### config.mk
export PLATFORM = sky130hd
export DESIGN_NAME = rtt_timer_array
export DESIGN_NICKNAME = d
export VERILOG_FILES = /design/src/hdl/rtt_pkg.sv /design/src/hdl/rtt_channel.sv /design/src/hdl/rtt_timer_array.sv
export VERILOG_INCLUDE_DIRS = /design/src /design/src/hdl
export SDC_FILE = /design/constraint.sdc
export NUM_CORES = 1
export LEC_CHECK = 0
export ABC_AREA = 1
export BUFFER_PORTS_ARGS = -buffer_cell sky130_fd_sc_hd__buf_2
export CORE_ASPECT_RATIO = 1.2
export CORE_MARGIN = 2
export CORE_UTILIZATION = 56
export DETAILED_ROUTE_END_ITERATION = 8
export GPL_ROUTABILITY_DRIVEN = 0
export GPL_TIMING_DRIVEN = 0
export PLACE_DENSITY = 0.82
export SLEW_MARGIN = 40
export SYNTH_ARGS = -nofsm -noshare
export SYNTH_HDL_FRONTEND = slang
export SYNTH_HIERARCHICAL = 1
export SYNTH_SLANG_ARGS = --single-unit
### constraint.sdc
create_clock -name ref_clk_i -period 3 [get_ports ref_clk_i]
set_clock_uncertainty 0.15 [all_clocks]
set_input_delay 0.6 -clock ref_clk_i [delete_from_list [all_inputs] [get_ports ref_clk_i]]
set_output_delay 0.6 -clock ref_clk_i [all_outputs]
set_load 0.03 [all_outputs]
### src/hdl/rtt_defines.svh
// Notes on behaviour
// - Four independent timers, each reloads start value.
// - Sixteen-bit down counter, one step per tick.
// - Per-timer prescaler taps divide by 4/16/64/256.
// - One-shot stops at end; continuous reloads.
// - Four capture channels latch counter on event.
// - Four compares drive pins; two count events.
// - Four PWMs run independently or synchronised.
// - Any capture pin selectable as power trip.
`ifndef RTT_DEFINES_SVH
`define RTT_DEFINES_SVH

// ****************************************
// Sizes and field positions
// ****************************************
`define RTT_NUM_CH      4
`define RTT_CNT_W       16
`define RTT_PRE_W       8
`define RTT_NUM_EVT_CH  2

// ****************************************
// Prescaler tap masks (divide by 4, 16, 64, 256)
// ****************************************
`define RTT_TAP_DIV4    8'h03
`define RTT_TAP_DIV16   8'h0F
`define RTT_TAP_DIV64   8'h3F
`define RTT_TAP_DIV256  8'hFF

// ****************************************
// Reset values
// ****************************************
`define RTT_CNT_RST     16'h0000
`define RTT_PRE_RST     8'h00

`endif

### src/hdl/rtt_pkg.sv
package rtt_pkg;

  // Prescaler tap selection.
  typedef enum logic [1:0] {
    RTT_DIV4   = 2'h0,
    RTT_DIV16  = 2'h1,
    RTT_DIV64  = 2'h2,
    RTT_DIV256 = 2'h3
  } rtt_div_t;

  // Capture edge selection.
  typedef enum logic [1:0] {
    RTT_EDGE_NONE = 2'h0,
    RTT_EDGE_RISE = 2'h1,
    RTT_EDGE_FALL = 2'h2,
    RTT_EDGE_BOTH = 2'h3
  } rtt_edge_t;

  // Per-channel configuration bundle.
  typedef struct packed {
    logic      enable;     // Channel runs while high.
    logic      continuous; // One reloads at end, zero halts.
    logic      event_src;  // Count external events (channels 0 and 1 only).
    rtt_div_t  div_sel;    // Prescaler tap.
    rtt_edge_t cap_edge;   // Capture event selection.
    logic      pwm_en;     // Drive the pwm output.
    logic      cmp_en;     // Toggle the compare output on match.
    logic [15:0] reload;   // Start value.
    logic [15:0] compare;  // Compare and duty value.
  } rtt_cfg_t;

  // Per-channel status bundle.
  typedef struct packed {
    logic [15:0] count;    // Live counter value.
    logic [15:0] captured; // Last captured value.
    logic        running;  // Counter active.
  } rtt_stat_t;

endpackage : rtt_pkg

### src/hdl/rtt_channel.sv
`timescale 1ns/1ps
`include "rtt_defines.svh"

module rtt_channel
  import rtt_pkg::*;
(
  // Clock and reset
  input  wire logic      ref_clk_i,
  input  wire logic      rst_n_i,
  // Configuration and control
  input  wire rtt_cfg_t  cfg_i,
  input  wire logic      start_i,
  input  wire logic      evt_ok_i,
  input  wire logic      sync_load_i,
  // Pins
  input  wire logic      cap_pin_i,
  input  wire logic      evt_pin_i,
  // Results
  output rtt_stat_t      stat_o,
  output logic           tc_o,
  output logic           cap_o,
  output logic           cmp_o,
  output logic           pwm_raw_o
);

  // ****************************************
  // State
  // ****************************************
  logic [15:0] cnt_reg,  cnt_next;   // Down counter.
  logic [15:0] capv_reg, capv_next;  // Captured value.
  logic [7:0]  pre_reg,  pre_next;   // Prescaler counter.
  logic        run_reg,  run_next;   // Running flag.
  logic        capd_reg, capd_next;  // Previous capture pin level.
  logic        evtd_reg, evtd_next;  // Previous event pin level.
  logic        cmp_reg,  cmp_next;   // Compare output level.
  logic        pwm_reg,  pwm_next;   // Pwm output level.
  logic        tc_reg,   tc_next;    // Terminal count pulse.
  logic        cap_reg,  cap_next;   // Capture pulse.
  logic [7:0]  tap;                  // Active prescaler mask.
  logic        tick;                 // Counting step.
  logic        cap_hit;              // Capture event this cycle.

  // Tap mask from the selection.
  always_comb begin
    unique case (cfg_i.div_sel)
      RTT_DIV4:   tap = `RTT_TAP_DIV4;
      RTT_DIV16:  tap = `RTT_TAP_DIV16;
      RTT_DIV64:  tap = `RTT_TAP_DIV64;
      RTT_DIV256: tap = `RTT_TAP_DIV256;
    endcase
  end

  // Next-state computation; event counting uses the pin's rising edge.
  always_comb begin
    pre_next  = pre_reg;
    cnt_next  = cnt_reg;
    run_next  = run_reg;
    capv_next = capv_reg;
    cmp_next  = cmp_reg;
    tc_next   = 1'b0;
    cap_next  = 1'b0;
    capd_next = cap_pin_i;
    evtd_next = evt_pin_i;
    tick      = 1'b0;
    cap_hit   = (cfg_i.cap_edge[0] && cap_pin_i && !capd_reg) ||
                (cfg_i.cap_edge[1] && !cap_pin_i && capd_reg);
    if (cfg_i.event_src && evt_ok_i) begin
      tick = run_reg && evt_pin_i && !evtd_reg;
    end else if (run_reg) begin
      pre_next = (pre_reg & tap) == tap ? `RTT_PRE_RST : pre_reg + 8'h01;
      tick     = (pre_reg & tap) == tap;
    end
    if (start_i || sync_load_i) begin
      cnt_next = cfg_i.reload;
      pre_next = `RTT_PRE_RST;
      run_next = cfg_i.enable;
    end else if (!cfg_i.enable) begin
      run_next = 1'b0;
    end else if (tick) begin
      if (cnt_reg == 16'h0001 || cnt_reg == 16'h0000) begin
        tc_next = 1'b1;
        if (cfg_i.continuous) begin
          cnt_next = cfg_i.reload;
        end else begin
          cnt_next = 16'h0000;
          run_next = 1'b0;
        end
      end else begin
        cnt_next = cnt_reg - 16'h0001;
      end
      if (cfg_i.cmp_en && cnt_next == cfg_i.compare) begin
        cmp_next = !cmp_reg;
      end
    end
    if (cap_hit) begin
      capv_next = cnt_reg;
      cap_next  = 1'b1;
    end
    pwm_next = cfg_i.pwm_en && run_reg && (cnt_reg <= cfg_i.compare);
  end

  // Register stage.
  always_ff @(posedge ref_clk_i or negedge rst_n_i) begin
    if (!rst_n_i) begin
      cnt_reg  <= `RTT_CNT_RST;
      capv_reg <= `RTT_CNT_RST;
      pre_reg  <= `RTT_PRE_RST;
      run_reg  <= 1'b0;
      capd_reg <= 1'b0;
      evtd_reg <= 1'b0;
      cmp_reg  <= 1'b0;
      pwm_reg  <= 1'b0;
      tc_reg   <= 1'b0;
      cap_reg  <= 1'b0;
    end else begin
      cnt_reg  <= cnt_next;
      capv_reg <= capv_next;
      pre_reg  <= pre_next;
      run_reg  <= run_next;
      capd_reg <= capd_next;
      evtd_reg <= evtd_next;
      cmp_reg  <= cmp_next;
      pwm_reg  <= pwm_next;
      tc_reg   <= tc_next;
      cap_reg  <= cap_next;
    end
  end

  assign stat_o    = '{count: cnt_reg, captured: capv_reg, running: run_reg};
  assign tc_o      = tc_reg;
  assign cap_o     = cap_reg;
  assign cmp_o     = cmp_reg;
  assign pwm_raw_o = pwm_reg;

  // ****************************************
  // Checks
  // ****************************************
  one_shot_halt_a: assert property (@(posedge ref_clk_i) disable iff (!rst_n_i)
    tc_reg && !cfg_i.continuous && !$past(start_i) && !$past(sync_load_i) |-> !run_reg)
    else $error("One-shot timer kept running after terminal count.");
  reload_on_tc_a: assert property (@(posedge ref_clk_i) disable iff (!rst_n_i)
    tc_reg && $past(cfg_i.continuous) && $stable(cfg_i.reload) |-> cnt_reg == cfg_i.reload)
    else $error("Continuous timer did not reload.");
  count_step_a: assert property (@(posedge ref_clk_i) disable iff (!rst_n_i)
    run_reg && !tc_reg && !start_i && !sync_load_i && cfg_i.enable ##1 !tc_reg && !$past(start_i)
    |-> cnt_reg == $past(cnt_reg) || cnt_reg == $past(cnt_reg) - 16'h0001)
    else $error("Counter moved by more than one step.");
  capture_value_a: assert property (@(posedge ref_clk_i) disable iff (!rst_n_i)
    cap_reg |-> capv_reg == $past(cnt_reg))
    else $error("Captured value differs from counter.");

endmodule : rtt_channel

### src/hdl/rtt_timer_array.sv
`timescale 1ns/1ps
`include "rtt_defines.svh"

module rtt_timer_array
  import rtt_pkg::*;
(
  // Clock and reset
  input  wire logic                 ref_clk_i,
  input  wire logic                 rst_n_i,
  // Channel configuration and control
  input  wire rtt_cfg_t [3:0]       cfg_i,
  input  wire logic [3:0]           start_i,
  input  wire logic                 pwm_sync_i,
  input  wire logic                 sync_start_i,
  // Power trip control
  input  wire logic                 trip_en_i,
  input  wire logic [1:0]           trip_sel_i,
  input  wire logic                 trip_clear_i,
  // Flag clearing
  input  wire logic [3:0]           tc_clear_i,
  input  wire logic [3:0]           cap_clear_i,
  // Pins
  input  wire logic [3:0]           cap_pin_i,
  input  wire logic [1:0]           evt_pin_i,
  output logic [3:0]                cmp_pin_o,
  output logic [3:0]                pwm_pin_o,
  // Status
  output rtt_stat_t [3:0]           stat_o,
  output logic [3:0]                tc_flag_o,
  output logic [3:0]                cap_flag_o,
  output logic                      tripped_o
);

  // ****************************************
  // Channel array
  // ****************************************
  logic [3:0] tc_pulse;   // Terminal count per channel.
  logic [3:0] cap_pulse;  // Capture per channel.
  logic [3:0] pwm_raw;    // Ungated pwm level.
  logic [3:0] tcf_reg,  tcf_next;   // Sticky terminal count flags.
  logic [3:0] capf_reg, capf_next;  // Sticky capture flags.
  logic       trip_reg, trip_next;  // Power trip latch.
  logic [3:0] pwm_reg,  pwm_next;   // Gated pwm outputs.

  // ****************************************
  // Theory of operation
  // ****************************************
  // Four identical channels sit side by side and share nothing but the clock,
  // the reset and the group load strobe. Each channel owns its prescaler, its
  // down counter, its capture latch, its compare toggle and its raw pwm level.
  // Keeping the channels apart means one channel can be started, stopped or
  // reprogrammed without disturbing the others.
  //
  // A start pulse loads the reload value into the counter and clears the
  // prescaler. The prescaler then counts up and offers one tick each time its
  // masked bits are all ones, so a tap of four gives one tick every fourth
  // cycle. The counter steps down once per tick.
  //
  // The terminal count is taken at the step from one, so the period equals the
  // reload value in ticks. A reload of zero also ends at once rather than
  // wrapping through the whole sixteen-bit range, which would surprise users.
  //
  // Channels 0 and 1 may count rising edges of their event pins instead of
  // prescaler ticks. Channels 2 and 3 have no event pin of their own, so the
  // event source bit is ignored there and they stay on the prescaler.
  //
  // The capture latch samples the live count on the selected pin edge. The
  // pin is taken as synchronous; a user with a truly asynchronous source must
  // add a synchroniser in front of this block, since none is inserted here.
  //
  // The sticky flags are set by one-cycle pulses from the channels and cleared
  // by one-cycle pulses from software. When both fall in the same cycle the
  // set wins, because losing an event costs more than a spurious flag.
  //
  // The power trip watches one capture pin chosen by the select input. The
  // trip latch holds until a clear arrives while the pin is low; a clear while
  // the pin is still active is overridden, so the outputs stay safe.
  //
  // The pwm gating uses the next trip value, so the pins drop at the very edge
  // at which the trip latches. This costs one gate level in the output path
  // but saves a whole cycle of uncontrolled drive after a fault.
  //
  // In group mode a single load strobe restarts every channel whose pwm drive
  // is enabled, so their periods begin on the same edge and stay aligned as
  // long as they share a tap and a reload value.
  //
  // Limitations: there is no interrupt logic here; the flags are plain outputs
  // for whoever gathers interrupts. There is no register map either; all
  // configuration arrives as levels on the configuration ports.
  //

  genvar g;
  generate
    for (g = 0; g < `RTT_NUM_CH; g++) begin : g_ch
      // In synchronised mode all pwm channels restart together.
      rtt_channel u_ch (
        .ref_clk_i   (ref_clk_i),
        .rst_n_i     (rst_n_i),
        .cfg_i       (cfg_i[g]),
        .start_i     (start_i[g]),
        .evt_ok_i    (g < `RTT_NUM_EVT_CH),
        .sync_load_i (pwm_sync_i && sync_start_i && cfg_i[g].pwm_en),
        .cap_pin_i   (cap_pin_i[g]),
        .evt_pin_i   (evt_pin_i[g % `RTT_NUM_EVT_CH]),
        .stat_o      (stat_o[g]),
        .tc_o        (tc_pulse[g]),
        .cap_o       (cap_pulse[g]),
        .cmp_o       (cmp_pin_o[g]),
        .pwm_raw_o   (pwm_raw[g])
      );
    end
  endgenerate

  // ****************************************
  // Flags, trip and output gating
  // ****************************************
  // A set in the same cycle as a clear wins so no event is lost.
  always_comb begin
    tcf_next  = (tcf_reg & ~tc_clear_i) | tc_pulse;
    capf_next = (capf_reg & ~cap_clear_i) | cap_pulse;
    trip_next = trip_reg;
    if (trip_en_i && cap_pin_i[trip_sel_i]) begin
      trip_next = 1'b1;
    end else if (trip_clear_i) begin
      trip_next = 1'b0;
    end
    // The next trip value gates, so outputs drop on the same edge at which the trip latches.
    pwm_next = trip_next ? 4'h0 : pwm_raw;
  end

  // Register stage.
  always_ff @(posedge ref_clk_i or negedge rst_n_i) begin
    if (!rst_n_i) begin
      tcf_reg  <= 4'h0;
      capf_reg <= 4'h0;
      trip_reg <= 1'b0;
      pwm_reg  <= 4'h0;
    end else begin
      tcf_reg  <= tcf_next;
      capf_reg <= capf_next;
      trip_reg <= trip_next;
      pwm_reg  <= pwm_next;
    end
  end

  // Flags and pins come straight from flip-flops, so they never glitch.
  assign tc_flag_o  = tcf_reg;   // Sticky terminal count flags.
  assign cap_flag_o = capf_reg;  // Sticky capture flags.
  assign tripped_o  = trip_reg;  // Trip latch state.
  assign pwm_pin_o  = pwm_reg;   // Gated pwm pins.

  // ****************************************
  // Checks
  // ****************************************
  trip_blocks_pwm_a: assert property (@(posedge ref_clk_i) disable iff (!rst_n_i)
    trip_reg |-> pwm_pin_o == 4'h0)
    else $error("Pwm active while tripped.");
  trip_latch_a: assert property (@(posedge ref_clk_i) disable iff (!rst_n_i)
    trip_en_i && cap_pin_i[trip_sel_i] |=> trip_reg)
    else $error("Trip input did not latch.");
  tc_flag_sticky_a: assert property (@(posedge ref_clk_i) disable iff (!rst_n_i)
    tc_pulse[0] |=> tc_flag_o[0])
    else $error("Terminal count flag not set.");
  trip_holds_a: assert property (@(posedge ref_clk_i) disable iff (!rst_n_i)
    trip_reg && !trip_clear_i |=> trip_reg)
    else $error("Trip released without clear.");
  // A clear with the trip pin quiet must release the latch.
  trip_release_a: assert property (@(posedge ref_clk_i) disable iff (!rst_n_i)
    trip_reg && trip_clear_i && !(trip_en_i && cap_pin_i[trip_sel_i]) |=> !trip_reg)
    else $error("Trip not released by clear.");
  // The group strobe must load pwm channels 0 and 1 on the same edge.
  sync_group_load_a: assert property (@(posedge ref_clk_i) disable iff (!rst_n_i)
    pwm_sync_i && sync_start_i && cfg_i[0].pwm_en && cfg_i[1].pwm_en
    |=> stat_o[0].count == $past(cfg_i[0].reload) && stat_o[1].count == $past(cfg_i[1].reload))
    else $error("Group load missed a pwm channel.");
  // A capture pulse on channel 1 must leave its flag set.
  cap_flag_set_a: assert property (@(posedge ref_clk_i) disable iff (!rst_n_i)
    cap_pulse[1] |=> cap_flag_o[1])
    else $error("Capture flag not set.");

endmodule : rtt_timer_array

# [Word level (Yosys, flattened, before mapping)]
# Index checks and enable logic that the tools add are counted.
[op_classes] addsub=8 multipliers=0 div_mod_pow=0 n_reduce_logical=98 n_lt_le_gt_ge=5 n_bitwise=14 n_mux=101 n_shift=0 n_eq_ne=38
[op_table] operator="2-to-1 mux 16 bit" count=32
[op_table] operator="one-hot mux 8 bit (4 select lines)" count=4
[op_table] operator="2-to-1 mux 8 bit" count=14
[op_table] operator="== test 16 x 1 -> 1 bit (second input constant)" count=4
[op_table] operator="== test 16 bit" count=4
[op_table] operator="less-or-equal comparator 16 bit" count=4
[op_table] operator="logical NOT 16 bit" count=4
[op_table] operator="subtractor 16 x 1 -> 16 bit (second input constant)" count=4
[op_table] operator="2-to-1 mux 1 bit" count=49
[op_table] operator="logical AND 1 bit" count=38
[op_table] operator="adder 8 x 1 -> 8 bit (second input constant)" count=4
[op_table] operator="AND 8 bit" count=4
[op_table] operator="== test 8 bit" count=4
[op_table] operator="inequality test 3 x 1 -> 1 bit (second input constant)" count=8
[op_table] operator="nonzero test 2 bit" count=12
[op_table] operator="== test 2 bit (second input constant)" count=8
[op_table] operator="AND reduction 4 bit" count=4
[op_table] operator="logical NOT 1 bit" count=14
[op_table] operator="logical OR 1 bit" count=12
[op_table] operator="inequality test 3 x 2 -> 1 bit (second input constant)" count=4
[op_table] operator="AND reduction 2 bit" count=6
[op_table] operator="AND reduction 3 bit" count=4
[op_table] operator="AND 4 bit" count=2
[op_table] operator="== test 2 x 1 -> 1 bit (second input constant)" count=4
[op_table] operator="other kinds (8)" count=17
[word_totals] output_inout_bits=149 latchBits=0 inputBits=190 mem_bits_rw=0 n_memories=0 reg_bits=199 mem_bits_ro=0

# [Longest topological paths before layout]
# Gate-level depths: netlist of run 1.
[logic_depth] ltp_word=12 mapped_depth=19 ltp_nobuf=18

# [Hierarchy]
# The synthesis of run 1 kept the hierarchy.
[by_module_without_submodules] module="rtt_channel (g_ch[0].u_ch ...)" instances=3 seq_area_each_um2=1176.1 area_per_inst_um2=3589.7 cells_per_inst=525
[by_module_without_submodules] module="rtt_channel (g_ch[3].u_ch)" instances=1 seq_area_each_um2=1176.1 area_per_inst_um2=3477.1 cells_per_inst=518
[by_module_without_submodules] module="rtt_timer_array" instances=1 seq_area_each_um2=325.3 area_per_inst_um2=573.0 cells_per_inst=60

# [Worst setup path after synthesis of run 1]
# No wires, ideal clock.
[synth_path] path_type="register to register" start="register g_ch[0].u_ch.cnt_reg[0]" end="register g_ch[0].u_ch.cmp_reg" slack_ns=0.549 arrival_time_ns=2.183 stages_incl_launch_ff=20 setup_time_ns=0.118 cell_sequence="dfrtp_1 clkinv_1 ha_1 inv_1 nand2_1 nand2_1 nor2_4 nand2_4 buf_6 nand2_2 nand2_1 nand2_1 nand2_1 inv_1 nor2_1 nand2_1 nor2_1 nand3_1 nand2_1 nand2_1"
[synth_via] elab_chain_len=9 elab_cells_between_ends=11
[synth_lines] item="from (decl)" line="rtt_channel.sv:29" text="logic [15:0] cnt_reg, cnt_next;"
[synth_lines] item="from (signal assigned)" line="rtt_channel.sv:105" text="cnt_reg <= `RTT_CNT_RST;"
[synth_lines] item="from (signal assigned)" line="rtt_channel.sv:116" text="cnt_reg <= cnt_next;"
[synth_lines] item="branches (longest 2 deep; another with subtractor 16 x 1 -> 16 bit)"
[synth_lines] item="2-to-1 mux 16 bit *" line="rtt_channel.sv:80" text="if (cnt_reg == 16'h0001 || cnt_reg == 16'h0000) begin"
[synth_lines] item="2-to-1 mux 16 bit *" line="rtt_channel.sv:79" text="end else if (tick) begin"
[synth_lines] item="2-to-1 mux 16 bit *" line="rtt_channel.sv:77" text="end else if (!cfg_i.enable) begin"
[synth_lines] item="2-to-1 mux 16 bit *" line="rtt_channel.sv:73" text="if (start_i || sync_load_i) begin"
[synth_lines] item="== test 16 bit *" line="rtt_channel.sv:91" text="if (cfg_i.cmp_en && cnt_next == cfg_i.compare) begin"
[synth_lines] item="logical AND 1 bit *" line="rtt_channel.sv:91"
[synth_lines] item="AND reduction 4 bit (no line) *"
[synth_lines] item="to (signal assigned)" line="rtt_channel.sv:122" text="cmp_reg <= cmp_next;"
[synth_lines] item="to (decl)" line="rtt_channel.sv:35" text="logic cmp_reg, cmp_next;"
# Every way passes the cells marked *. The select of a mux whose other input is x is not followed.
# A chain may end at the register's enable or synchronous reset.

# [Worst setup path after layout of run 1]
[layout_path] start="register g_ch[1].u_ch.cnt_reg[0]" end="register g_ch[1].u_ch.cmp_reg"
[layout_via] elab_chain_len=9 elab_cells_between_ends=11
[layout_lines] item="from (decl)" line="rtt_channel.sv:29"
[layout_lines] item="from (signal assigned)" line="rtt_channel.sv:105"
[layout_lines] item="from (signal assigned)" line="rtt_channel.sv:116"
[layout_lines] item="branches (longest 2 deep; another with subtractor 16 x 1 -> 16 bit)"
[layout_lines] item="2-to-1 mux 16 bit *" line="rtt_channel.sv:80"
[layout_lines] item="2-to-1 mux 16 bit *" line="rtt_channel.sv:79"
[layout_lines] item="2-to-1 mux 16 bit *" line="rtt_channel.sv:77"
[layout_lines] item="2-to-1 mux 16 bit *" line="rtt_channel.sv:73"
[layout_lines] item="== test 16 bit *" line="rtt_channel.sv:91"
[layout_lines] item="logical AND 1 bit *" line="rtt_channel.sv:91"
[layout_lines] item="AND reduction 4 bit (no line) *"
[layout_lines] item="to (signal assigned)" line="rtt_channel.sv:122"
[layout_lines] item="to (decl)" line="rtt_channel.sv:35"
# Marked as above.

==> results of run 1 <==
==> power by group through the flow <==
stage | clock [mW] | sequential (mW) | combinational [mW]
floorplan | 0 | 4.10 | 1.72
global placement | 0 | 3.51 | 3.37
detailed placement | 0 | 3.52 | 3.48
CTS | 2.79 | 3.48 | 3.50
global route | 2.88 | 3.53 | 3.90
finish | 2.73 | 3.49 | 3.54
==> what timing repair did <==
| action | CTS | global route |
|---|---|---|
| hold buffers | 1 | 0 |
| endpoints found under the hold margin | 56 | 0 |
| setup endpoints to repair | 0 | 1 |
| resized for setup | 0 | 1 |
==> kinds of logic after synthesis <==
family,after synthesis,share of synthesized area
buf+inv,305,0.0865
compound gates,319,0.125
flops,201,0.339
simple gates,1225,0.368
xor+xnor,16,0.00946
fa+ha+maj,76,0.0642
mux,9,0.00659
other cells,2,0.000507
==> how the worst max path moves through the flow <==
stage / from / to / slack (ns) / cells after the start
2_1_floorplan: g_ch[0].u_ch/cnt_reg[0] / g_ch[0].u_ch/cmp_o / 0.55 / 19
3_3_place_gp: rst_n_i / g_ch[3].u_ch/cmp_o / -2.21 / 1
3_5_place_dp: pwm_sync_i / g_ch[1].u_ch/cnt_reg[5] / -0.18 / 10
4_1_cts: g_ch[3].u_ch/cnt_reg[0] / g_ch[3].u_ch/cmp_o / 0.32 / 18
5_1_grt: g_ch[3].u_ch/cnt_reg[0] / g_ch[3].u_ch/cmp_o / 0.001 / 15
6_report: g_ch[1].u_ch/cnt_reg[0] / g_ch[1].u_ch/cmp_o / 0.26 / 17
==> final cells by class <==
| cell class | instances | area share |
|---|---|---|
| multi-input combinational | 1649 | 0.480 |
| sequential | 201 | 0.284 |
| timing repair buffer | 337 | 0.0985 |
| inverter | 245 | 0.0519 |
| clock buffer | 30 | 0.0362 |
| tap | 335 | 0.0236 |
| buffer | 60 | 0.0205 |
| clock inverter | 8 | 0.00416 |
| antenna | 6 | 0.000847 |
==> stage by stage <==
step | util | power, mW | cells | instance area, um2
floorplan | - | 5.82 | 2155 | 14800
global placement | 0.646 | 6.88 | 2824 | 16900
detailed placement | 0.648 | 7.00 | 2826 | 17000
CTS | 0.676 | 9.76 | 2865 | 17700
global route | 0.677 | 10.3 | 2871 | 17700
finish | 0.677 | 9.75 | 2871 | 17700
==> metal layers <==
metal | vias up | global-route usage | routed length [um]
met4 | 0 | 0.186 | 2570
li1 | 7738 | - | -
met3 | 204 | 0.0451 | 3860
met2 | 840 | 0.549 | 21900
met1 | 7452 | 0.403 | 18500
met5 | - | 0 | 0
==> cell usage in the layout, fill, tap and decap left out, drive strengths merged <==
cell type,instances
a211oi,8
a21o,3
a21oi,122
a31oi,7
a32o,5
a41oi,1
and2,3
buf,362
bufinv,1
clkbuf,64
clkinv,11
clkinvlp,2
conb,4
dfrtp,201
diode,6
dlygate4sd3,1
ha,76
inv,239
mux2,6
mux2i,3
nand2,687
nand3,212
nand3b,14
nand4,25
nor2,262
nor3,18
nor4,4
o211ai,35
o21a,1
o21ai,117
o21bai,8
o221a,4
o221ai,4
o31ai,4
xnor2,5
xor2,11
==> impl_metrics.yaml, run 1 <==
placed_design:
  dpl.hpwl_mm: 36.2
  io_buffers: 334
  post-place-ws_ns: -0.176
critical_path:
  crit_type: "flop to flop"
  critical_path.max_stage_delay_ns: 0.42
  cp_top_family: "simple AND/OR/NAND/NOR gates"
  critPathArrivalTime_ns: 2.99
  crit_chain: "clkinv_1, ha_1, inv_1, nand2_1, nand2_1, nor2_4, nand2_4, buf_6, nand2_1, nand3_2, nand2_1, nor2_2, nand4_1, nor2_1, nand3_1, nand2_1, nand2_1"
  reg2reg_depth: 17
  crit_fanout: 10
  critPathCaptureType: "flop"
  start_kind: "flop"
  r2r_start: "g_ch[1].u_ch/cnt_reg[0]"
  cpMostUsedCell: "nand2_1"
  r2r_setup_slack_ns: 0.26
  reg2reg_to: "g_ch[1].u_ch/cmp_o"
  cp_num_buf_inv: 3
  cpMaxStageDelayCell: "dfrtp_1"
  critical_path_required_ns: 3.24
detailed_routing:
  routed_via_density: 5.65
  drt_pass1_iterations: 7
  via_count: 16200
  totalWireLength_mm: 46.8
  drtIter0Drc: 1199
  ant_nets: 0
  wl_per_cell_um: 16.3
  drc_errors: 0
clock_network:
  postCtsSetupBuffers: 0
  cts_tree: "built"
  clock_latency_ns: 0.52
  cts.sinks: 201
  clockBufferDepth: 3
  clkTransAtPathRegs_ns: 0.06
  numCtsBuffers: 23
  cts.htree.levels: 1
  root_buffer: "clkbuf_16"
synthesis:
  synthArstFlopShare: 1.00
  netlist_instances: 2153
  syn_area_um2: 14800
  syn_area_per_cell_um2: 6.88
  yosysTopAreaCellShare: 0.339
  synth_top_area_cell: "dfrtp_1"
  synth_area_leaders: "dfrtp_1, nand2_1, ha_1"
  synth-seq-area-share: 0.339
  synth-edff-count: 0
  synth_ff_type: "dfrtp_1"
  yosys_warnings: 6
  synth_seq_cells: 201
  synth_common_cells: "nand2_1, inv_1, nor2_1, dfrtp_1, nand3_1"
  synth.distinct_cells: 48
  synth_most_common_cell: "nand2_1"
floorplanning:
  core-area_um2: 26200
  die_area_um2: 27800
  initial_core_util: 0.566
  row_count: 65
  ios: 339
  dieHeight_um: 182
  die_w_um: 153
finish:
  nets: 2783
  nFillCells: 2306
  seqCellArea_um2: 5030
  multi_input_area_um2: 8520
  area_delta_synth_final_pct: 19.6
  layout-drive-gt1-share: 0.204
power:
  p_leak_nw: 9.28
  power_density_nw_per_um2: 550
  seq_power_share: 0.358
  peakVddDrop_uv: 561
  switching_share: 0.409
  combPwrFrac: 0.362
  power_switching_mw: 3.99
  pwr-share-clk: 0.280
  power.internal_mw: 5.77
worst_hold_path:
  hold_path_startpoint: "cap_pin_i[3]"
  min_path_cells: 1
  min_to: "g_ch[3].u_ch/capd_reg"
  hold_path.class: "input pin to flop"
timing:
  rsz0062_at_grt: "false"
  hold_slack_ns: 0.0772
  timing.setup.tns_ns: 0
  period_needed_ns: 2.74
  fmax_ghz: 0.365
  maxSlewViolCount: 0
  hold_viol: 0
  tightest_slew_ns: 0.825
  period_share: 0.914
  worst_slack_ns: 0.258
  relSlewSlack: 0.446
  setup-violations-final: 0
outcome:
  status: "finished, final reports clean"
global_routing:
  antenna_found_initial: 6
  grt_pass1_vias: 15900
  grt_first_pass_wirelength_mm: 75.1
  grt_max_degree: 76
  grt_overflow_total: 0
  grt_use_total: 0.326
flow_run:
  cap_violations: 0
Power figures use the tool's default switching activity.
==> run 2, diff against run 1 <==
CORE_ASPECT_RATIO = unset   (was 1.2)
==> run 2 against run 1 <==
Compared with the run above:
- highest routed layer is now met5
- worst hold slack hardly changed
- die area hardly changed
- total power is 4.1% higher
- global-route usage is 0.34 points higher
- worst setup slack worse by 0.071 ns
- via count is 0.14% higher
- utilization is 0.99 points higher
- sequential share of layout area is 0.19 points lower
==> impl_metrics.yaml, run 2 (synthesized netlist as in run 1, its figures left out) <==
power:
  power.internal_mw: 6.12
  combPwrFrac: 0.350
  power_switching_mw: 4.04
  power_density_nw_per_um2: 569
  peakVddDrop_uv: 674
  pwr-share-clk: 0.306
  p_leak_nw: 9.33
  switching_share: 0.398
  seq_power_share: 0.344
critical_path:
  cpMostUsedCell: "buf_2"
  start_kind: "input pin"
  crit_start: "pwm_sync_i"
  cp_num_buf_inv: 4
  cpMaxStageDelayCell: "nor2_2"
  crit_fanout: 10
  critical_path.max_stage_delay_ns: 0.41
  critPathCaptureType: "flop"
  cp_top_family: "buffers and inverters"
  crit_chain: "buf_2, nand2_1, nor2_1, nor2_2, inv_1, a21oi_4, clkinv_1, buf_2, o211ai_1, o21ai_0"
  critPathArrivalTime_ns: 3.05
  r2r_setup_slack_ns: 0.27
  crit_type: "input pin to flop"
  r2r_start: "g_ch[0].u_ch/cnt_reg[0]"
  critical_path_required_ns: 3.24
finish:
  post-route-util: 0.687
  final_common_cell: "nand2_1"
  area_delta_synth_final_pct: 20.4
  mostFrequentLayoutCells: "nand2_1, buf_2, inv_1, nor2_1, dfrtp_1"
  layout-drive-gt1-share: 0.205
  nFillCells: 2204
  nets: 2783
placed_design:
  dpl.hpwl_mm: 36.4
  post-place-ws_ns: -0.278
  io_buffers: 334
floorplanning:
  die_area_um2: 27800
  ios: 339
  dieHeight_um: 167
  core-area_um2: 26000
  row_count: 59
  initial_core_util: 0.570
  die_w_um: 167
detailed_routing:
  via_count: 16300
  drt-met1-wl_mm: 18.9
  drtIter0Drc: 1532
  drc_errors: 0
  routed_via_density: 5.65
  totalWireLength_mm: 47.3
  ant_nets: 0
  drt_pass1_iterations: 6
  top_layer_used: "met5"
  wl_per_cell_um: 16.5
  dr_wl_met2_mm: 21.6
  wl_met3_mm: 4.59
global_routing:
  grt_pass1_vias: 15500
  grt_first_pass_wirelength_mm: 75.7
  grt_max_degree: 73
  grt_overflow_total: 0
  antenna_found_initial: 9
  grt_use_total: 0.329
clock_network:
  numCtsBuffers: 23
  cts_tree: "built"
  cts.sinks: 201
  root_buffer: "clkbuf_16"
  clkTransAtPathRegs_ns: 0.06
  clockBufferDepth: 3
  clock_latency_ns: 0.52
  cts.htree.levels: 1
  ctsResizeCount: 0
outcome:
  status: "finished, final reports clean"
flow_run:
  cap_violations: 0
timing:
  timing.setup.tns_ns: 0
  tightest_slew_ns: 0.817
  hold_viol: 0
  maxSlewViolCount: 0
  relSlewSlack: 0.452
  rsz0062_at_grt: "false"
  setup-violations-final: 0
  hold_slack_ns: 0.0772
  period_needed_ns: 2.81
  worst_slack_ns: 0.187
  fmax_ghz: 0.355
  period_share: 0.938
worst_hold_path:
  hold_path.class: "input pin to flop"
  hold_path_startpoint: "cap_pin_i[3]"
run 2: changes by cell type in the layout (fill, tap and decap cells not counted), sizes merged:
| cell | change |
|---|---|
| diode | +2 |
| clkinv | -1 |
| bufinv | +4 |
| clkinvlp | +2 |
| clkbuf | -1 |
| inv | -1 |
run 2: final timing paths:
kind / cells past startpoint / endpoint
max reg2reg: 19 / g_ch[0].u_ch/cmp_o
min in group asynchronous: 2 / g_ch[0].u_ch/cnt_reg[1]
max in group asynchronous: 3 / g_ch[1].u_ch/cnt_reg[7]
min: 1 / g_ch[3].u_ch/capd_reg
max: 10 / g_ch[1].u_ch/cnt_reg[5]
min reg2reg: 1 / cap_flag_o[3]
run 2: stage by stage:
step,instances,power (mW),cell area [um2]
3_5_place_dp,2826,7.01,17000
4_1_cts,2868,10.2,17800
5_1_grt,2875,10.7,17800
2_1_floorplan,2155,5.82,14800
6_report,2876,10.2,17800
3_3_place_gp,2824,6.89,16900
run 2: final cells by class:
type | instances | area, um2 | area share
Multi-Input combinational cell | 1649 | 8510 | 0.477
Sequential cell | 201 | 5030 | 0.282
Timing Repair Buffer | 337 | 1750 | 0.0979
Inverter | 245 | 920 | 0.0515
Clock buffer | 29 | 638 | 0.0358
Tap cell | 335 | 419 | 0.0235
Buffer | 60 | 363 | 0.0203
Clock inverter | 12 | 195 | 0.0109
Antenna cell | 8 | 20.0 | 0.00112
run 2: worst register-to-register path, cell delays in order (launching register included):
cell and delay [ns]:
dfrtp_1 0.40, clkinv_1 0.28, ha_1 0.38, inv_1 0.08, nand2_1 0.05, nand2_1 0.09, nor2_4 0.06, nand2_4 0.09
buf_6 0.18, nand2_2 0.08, nand2_1 0.08, nand2_1 0.05, nand2_1 0.08, inv_1 0.05, nor2_1 0.08, nand2_1 0.08
nor2_1 0.16, nand3_1 0.10, nand2_1 0.07, nand2_1 0.04
run 2: layer usage:
| metal | vias to the layer above | GRT usage |
|---|---|---|
| met1 | 7447 | 0.425 |
| met4 | 2 | 0.156 |
| met5 | - | 0 |
| met2 | 869 | 0.538 |
| met3 | 173 | 0.0577 |
| li1 | 7765 | - |
run 2: power by group through the flow:
stage | clock, mW | combinational [mW] | sequential (mW)
2_1_floorplan | 0 | 1.72 | 4.10
3_3_place_gp | 0 | 3.38 | 3.51
3_5_place_dp | 0 | 3.49 | 3.52
4_1_cts | 3.16 | 3.51 | 3.48
5_1_grt | 3.27 | 3.90 | 3.53
6_report | 3.11 | 3.55 | 3.49
run 2: timing repair:
| item | CTS | global route |
|---|---|---|
| hold buffers | 1 | 0 |
| endpoints found under the hold margin | 61 | 0 |
| setup buffers | 0 | 0 |
==> run 3, diff against run 2 <==
RECOVER_POWER = 25   (was unset)
==> run 3 against run 2 <==
Compared with the run above:
- the flow now finishes with violations (max-capacitance violations, max-slew violations)
- flip-flop and latch count unchanged
- sequential share of layout area rose by 0.052 points
- final cell count unchanged
- non-clock buffer count unchanged
- worst hold slack improved by 0.016 ns
- routed wire length rose by 0.34%
- global-route usage unchanged
- final area fell by 0.18%
- critical path type unchanged
- highest routed layer unchanged
==> impl_metrics.yaml, run 3 (synthesized netlist as in run 1, its figures left out) <==
critical_path:
  critPathArrivalTime_ns: 3.05
  critical_path_required_ns: 3.24
  cpMostUsedCell: "buf_2"
  cpMaxStageDelayCell: "nor2_2"
  critical_path.max_stage_delay_ns: 0.42
  critPathCaptureType: "flop"
  crit_fanout: 10
  start_kind: "input pin"
  crit_chain: "buf_2, nand2_1, nor2_1, nor2_2, inv_1, a21oi_4, clkinv_1, buf_2, o211ai_1, o21ai_0"
  crit_type: "input pin to flop"
timing:
  worst_slack_ns: 0.193
  period_share: 0.936
  period_needed_ns: 2.81
  rsz0062_at_grt: "false"
  hold_viol: 0
  tightest_slew_ns: 1.84
  maxSlewViolCount: 62
  fmax_ghz: 0.356
  setup-violations-final: 0
  relSlewSlack: -0.224
clock_network:
  cts_tree: "built"
  root_buffer: "clkbuf_16"
  numCtsBuffers: 23
  postCtsSetupBuffers: 0
  ctsResizeCount: 0
  hold_buffers: 1
  cts.sinks: 201
  clkTransAtPathRegs_ns: 0.06
  cts.htree.levels: 1
  clockBufferDepth: 3
  clock_latency_ns: 0.52
detailed_routing:
  wl_per_cell_um: 16.5
  via_count: 16300
  drc_errors: 0
  drtIter0Drc: 1507
  drt_pass1_iterations: 8
  routed_via_density: 5.67
  ant_nets: 0
  totalWireLength_mm: 47.5
power:
  power_density_nw_per_um2: 570
  p_leak_nw: 9.31
  pwr-share-clk: 0.307
  power_switching_mw: 4.04
  peakVddDrop_uv: 675
  combPwrFrac: 0.349
  seq_power_share: 0.344
  power.internal_mw: 6.11
  switching_share: 0.398
outcome:
  violations: "max-capacitance violations, max-slew violations"
  status: "complete, but fails checks"
floorplanning:
  ios: 339
  dieHeight_um: 167
  core-area_um2: 26000
  die_area_um2: 27800
  row_count: 59
  initial_core_util: 0.570
  die_w_um: 167
placed_design:
  place_area_um2: 17000
  post-place-ws_ns: -0.278
  io_buffers: 334
  placed_cells: 2826
  dpl.hpwl_mm: 36.4
worst_hold_path:
  hold_path.class: "input pin to flop"
finish:
  final-instance-count-excl-fill: 2876
  nets: 2783
  area_delta_synth_final_pct: 20.2
  postLayoutCellArea_um2: 17800
  multi_input_area_um2: 8500
  mostFrequentLayoutCells: "nand2_1, buf_2, inv_1, nor2_1, dfrtp_1"
  final_common_cell: "nand2_1"
  layout-drive-gt1-share: 0.202
  seqCellArea_um2: 5030
  nFillCells: 2215
global_routing:
  grt_max_degree: 73
  antenna_found_initial: 9
  grt_overflow_total: 0
  grt_first_pass_wirelength_mm: 75.7
  grt_use_total: 0.329
  grt_pass1_vias: 15500
flow_run:
  cap_violations: 1
run 3: changes by cell type in the layout (fill, tap and decap cells not counted), sizes merged:
cell    before  now
buf        362  355
clkbuf      63   70
run 3: final cells by class:
type,count,area share
clock buffers,29,0.0358
clock inverters,12,0.0110
multi-input cells,1649,0.477
plain buffers,60,0.0204
inverters,245,0.0516
repair buffers,337,0.0971
well taps,335,0.0235
diodes,8,0.00112
flip-flops and latches,201,0.282
run 3: per-stage QoR:
| step | setup TNS [ns] | total power [mW] | hold WS, ns | util |
|---|---|---|---|---|
| 2_1_floorplan | 0 | 5.82 | 0.154 | - |
| 3_3_place_gp | -447.89 | 6.89 | 0.273 | 0.651 |
| 3_5_place_dp | -2.17 | 7.01 | 0.287 | 0.654 |
| 4_1_cts | 0 | 10.2 | 0.0572 | 0.686 |
| 5_1_grt | 0 | 10.7 | 0.0824 | 0.685 |
| 6_report | 0 | 10.2 | 0.0932 | 0.686 |
run 3: final timing paths:
kind	start	end	slack (ns)	cells after the start
max reg2reg	g_ch[0].u_ch/cnt_reg[0]	g_ch[0].u_ch/cmp_o	0.28	19
min reg2reg	g_ch[3].u_ch/cap_o	cap_flag_o[3]	0.29	1
min	cap_pin_i[3]	g_ch[3].u_ch/capd_reg	0.09	1
max	pwm_sync_i	g_ch[1].u_ch/cnt_reg[5]	0.19	10
max in group asynchronous	rst_n_i	g_ch[1].u_ch/cnt_reg[7]	0.58	3
min in group asynchronous	rst_n_i	g_ch[0].u_ch/cnt_reg[1]	0.97	2
run 3: power by group through the flow:
| stage | clock [mW] | combinational, mW | sequential, mW |
|---|---|---|---|
| 6_report | 3.12 | 3.55 | 3.49 |
| 5_1_grt | 3.27 | 3.90 | 3.53 |
| 4_1_cts | 3.16 | 3.51 | 3.48 |
| 3_5_place_dp | 0 | 3.49 | 3.52 |
| 3_3_place_gp | 0 | 3.38 | 3.51 |
| 2_1_floorplan | 0 | 1.72 | 4.10 |
run 3: layer usage:
metal	GRT usage	vias to the layer above	part of all wire
met2	0.538	905	0.45
met3	0.0577	169	0.099
met5	0	-	0.00027
met4	0.156	2	0.048
li1	-	7769	-
met1	0.425	7472	0.40
run 3: critical path: cells and delay by family:
kind / cells / cell delay (ns)
AND/OR/NAND/NOR: 3 / 0.90
buffers and inverters: 4 / 0.99
AO/OA/AOI/OAI: 3 / 0.55
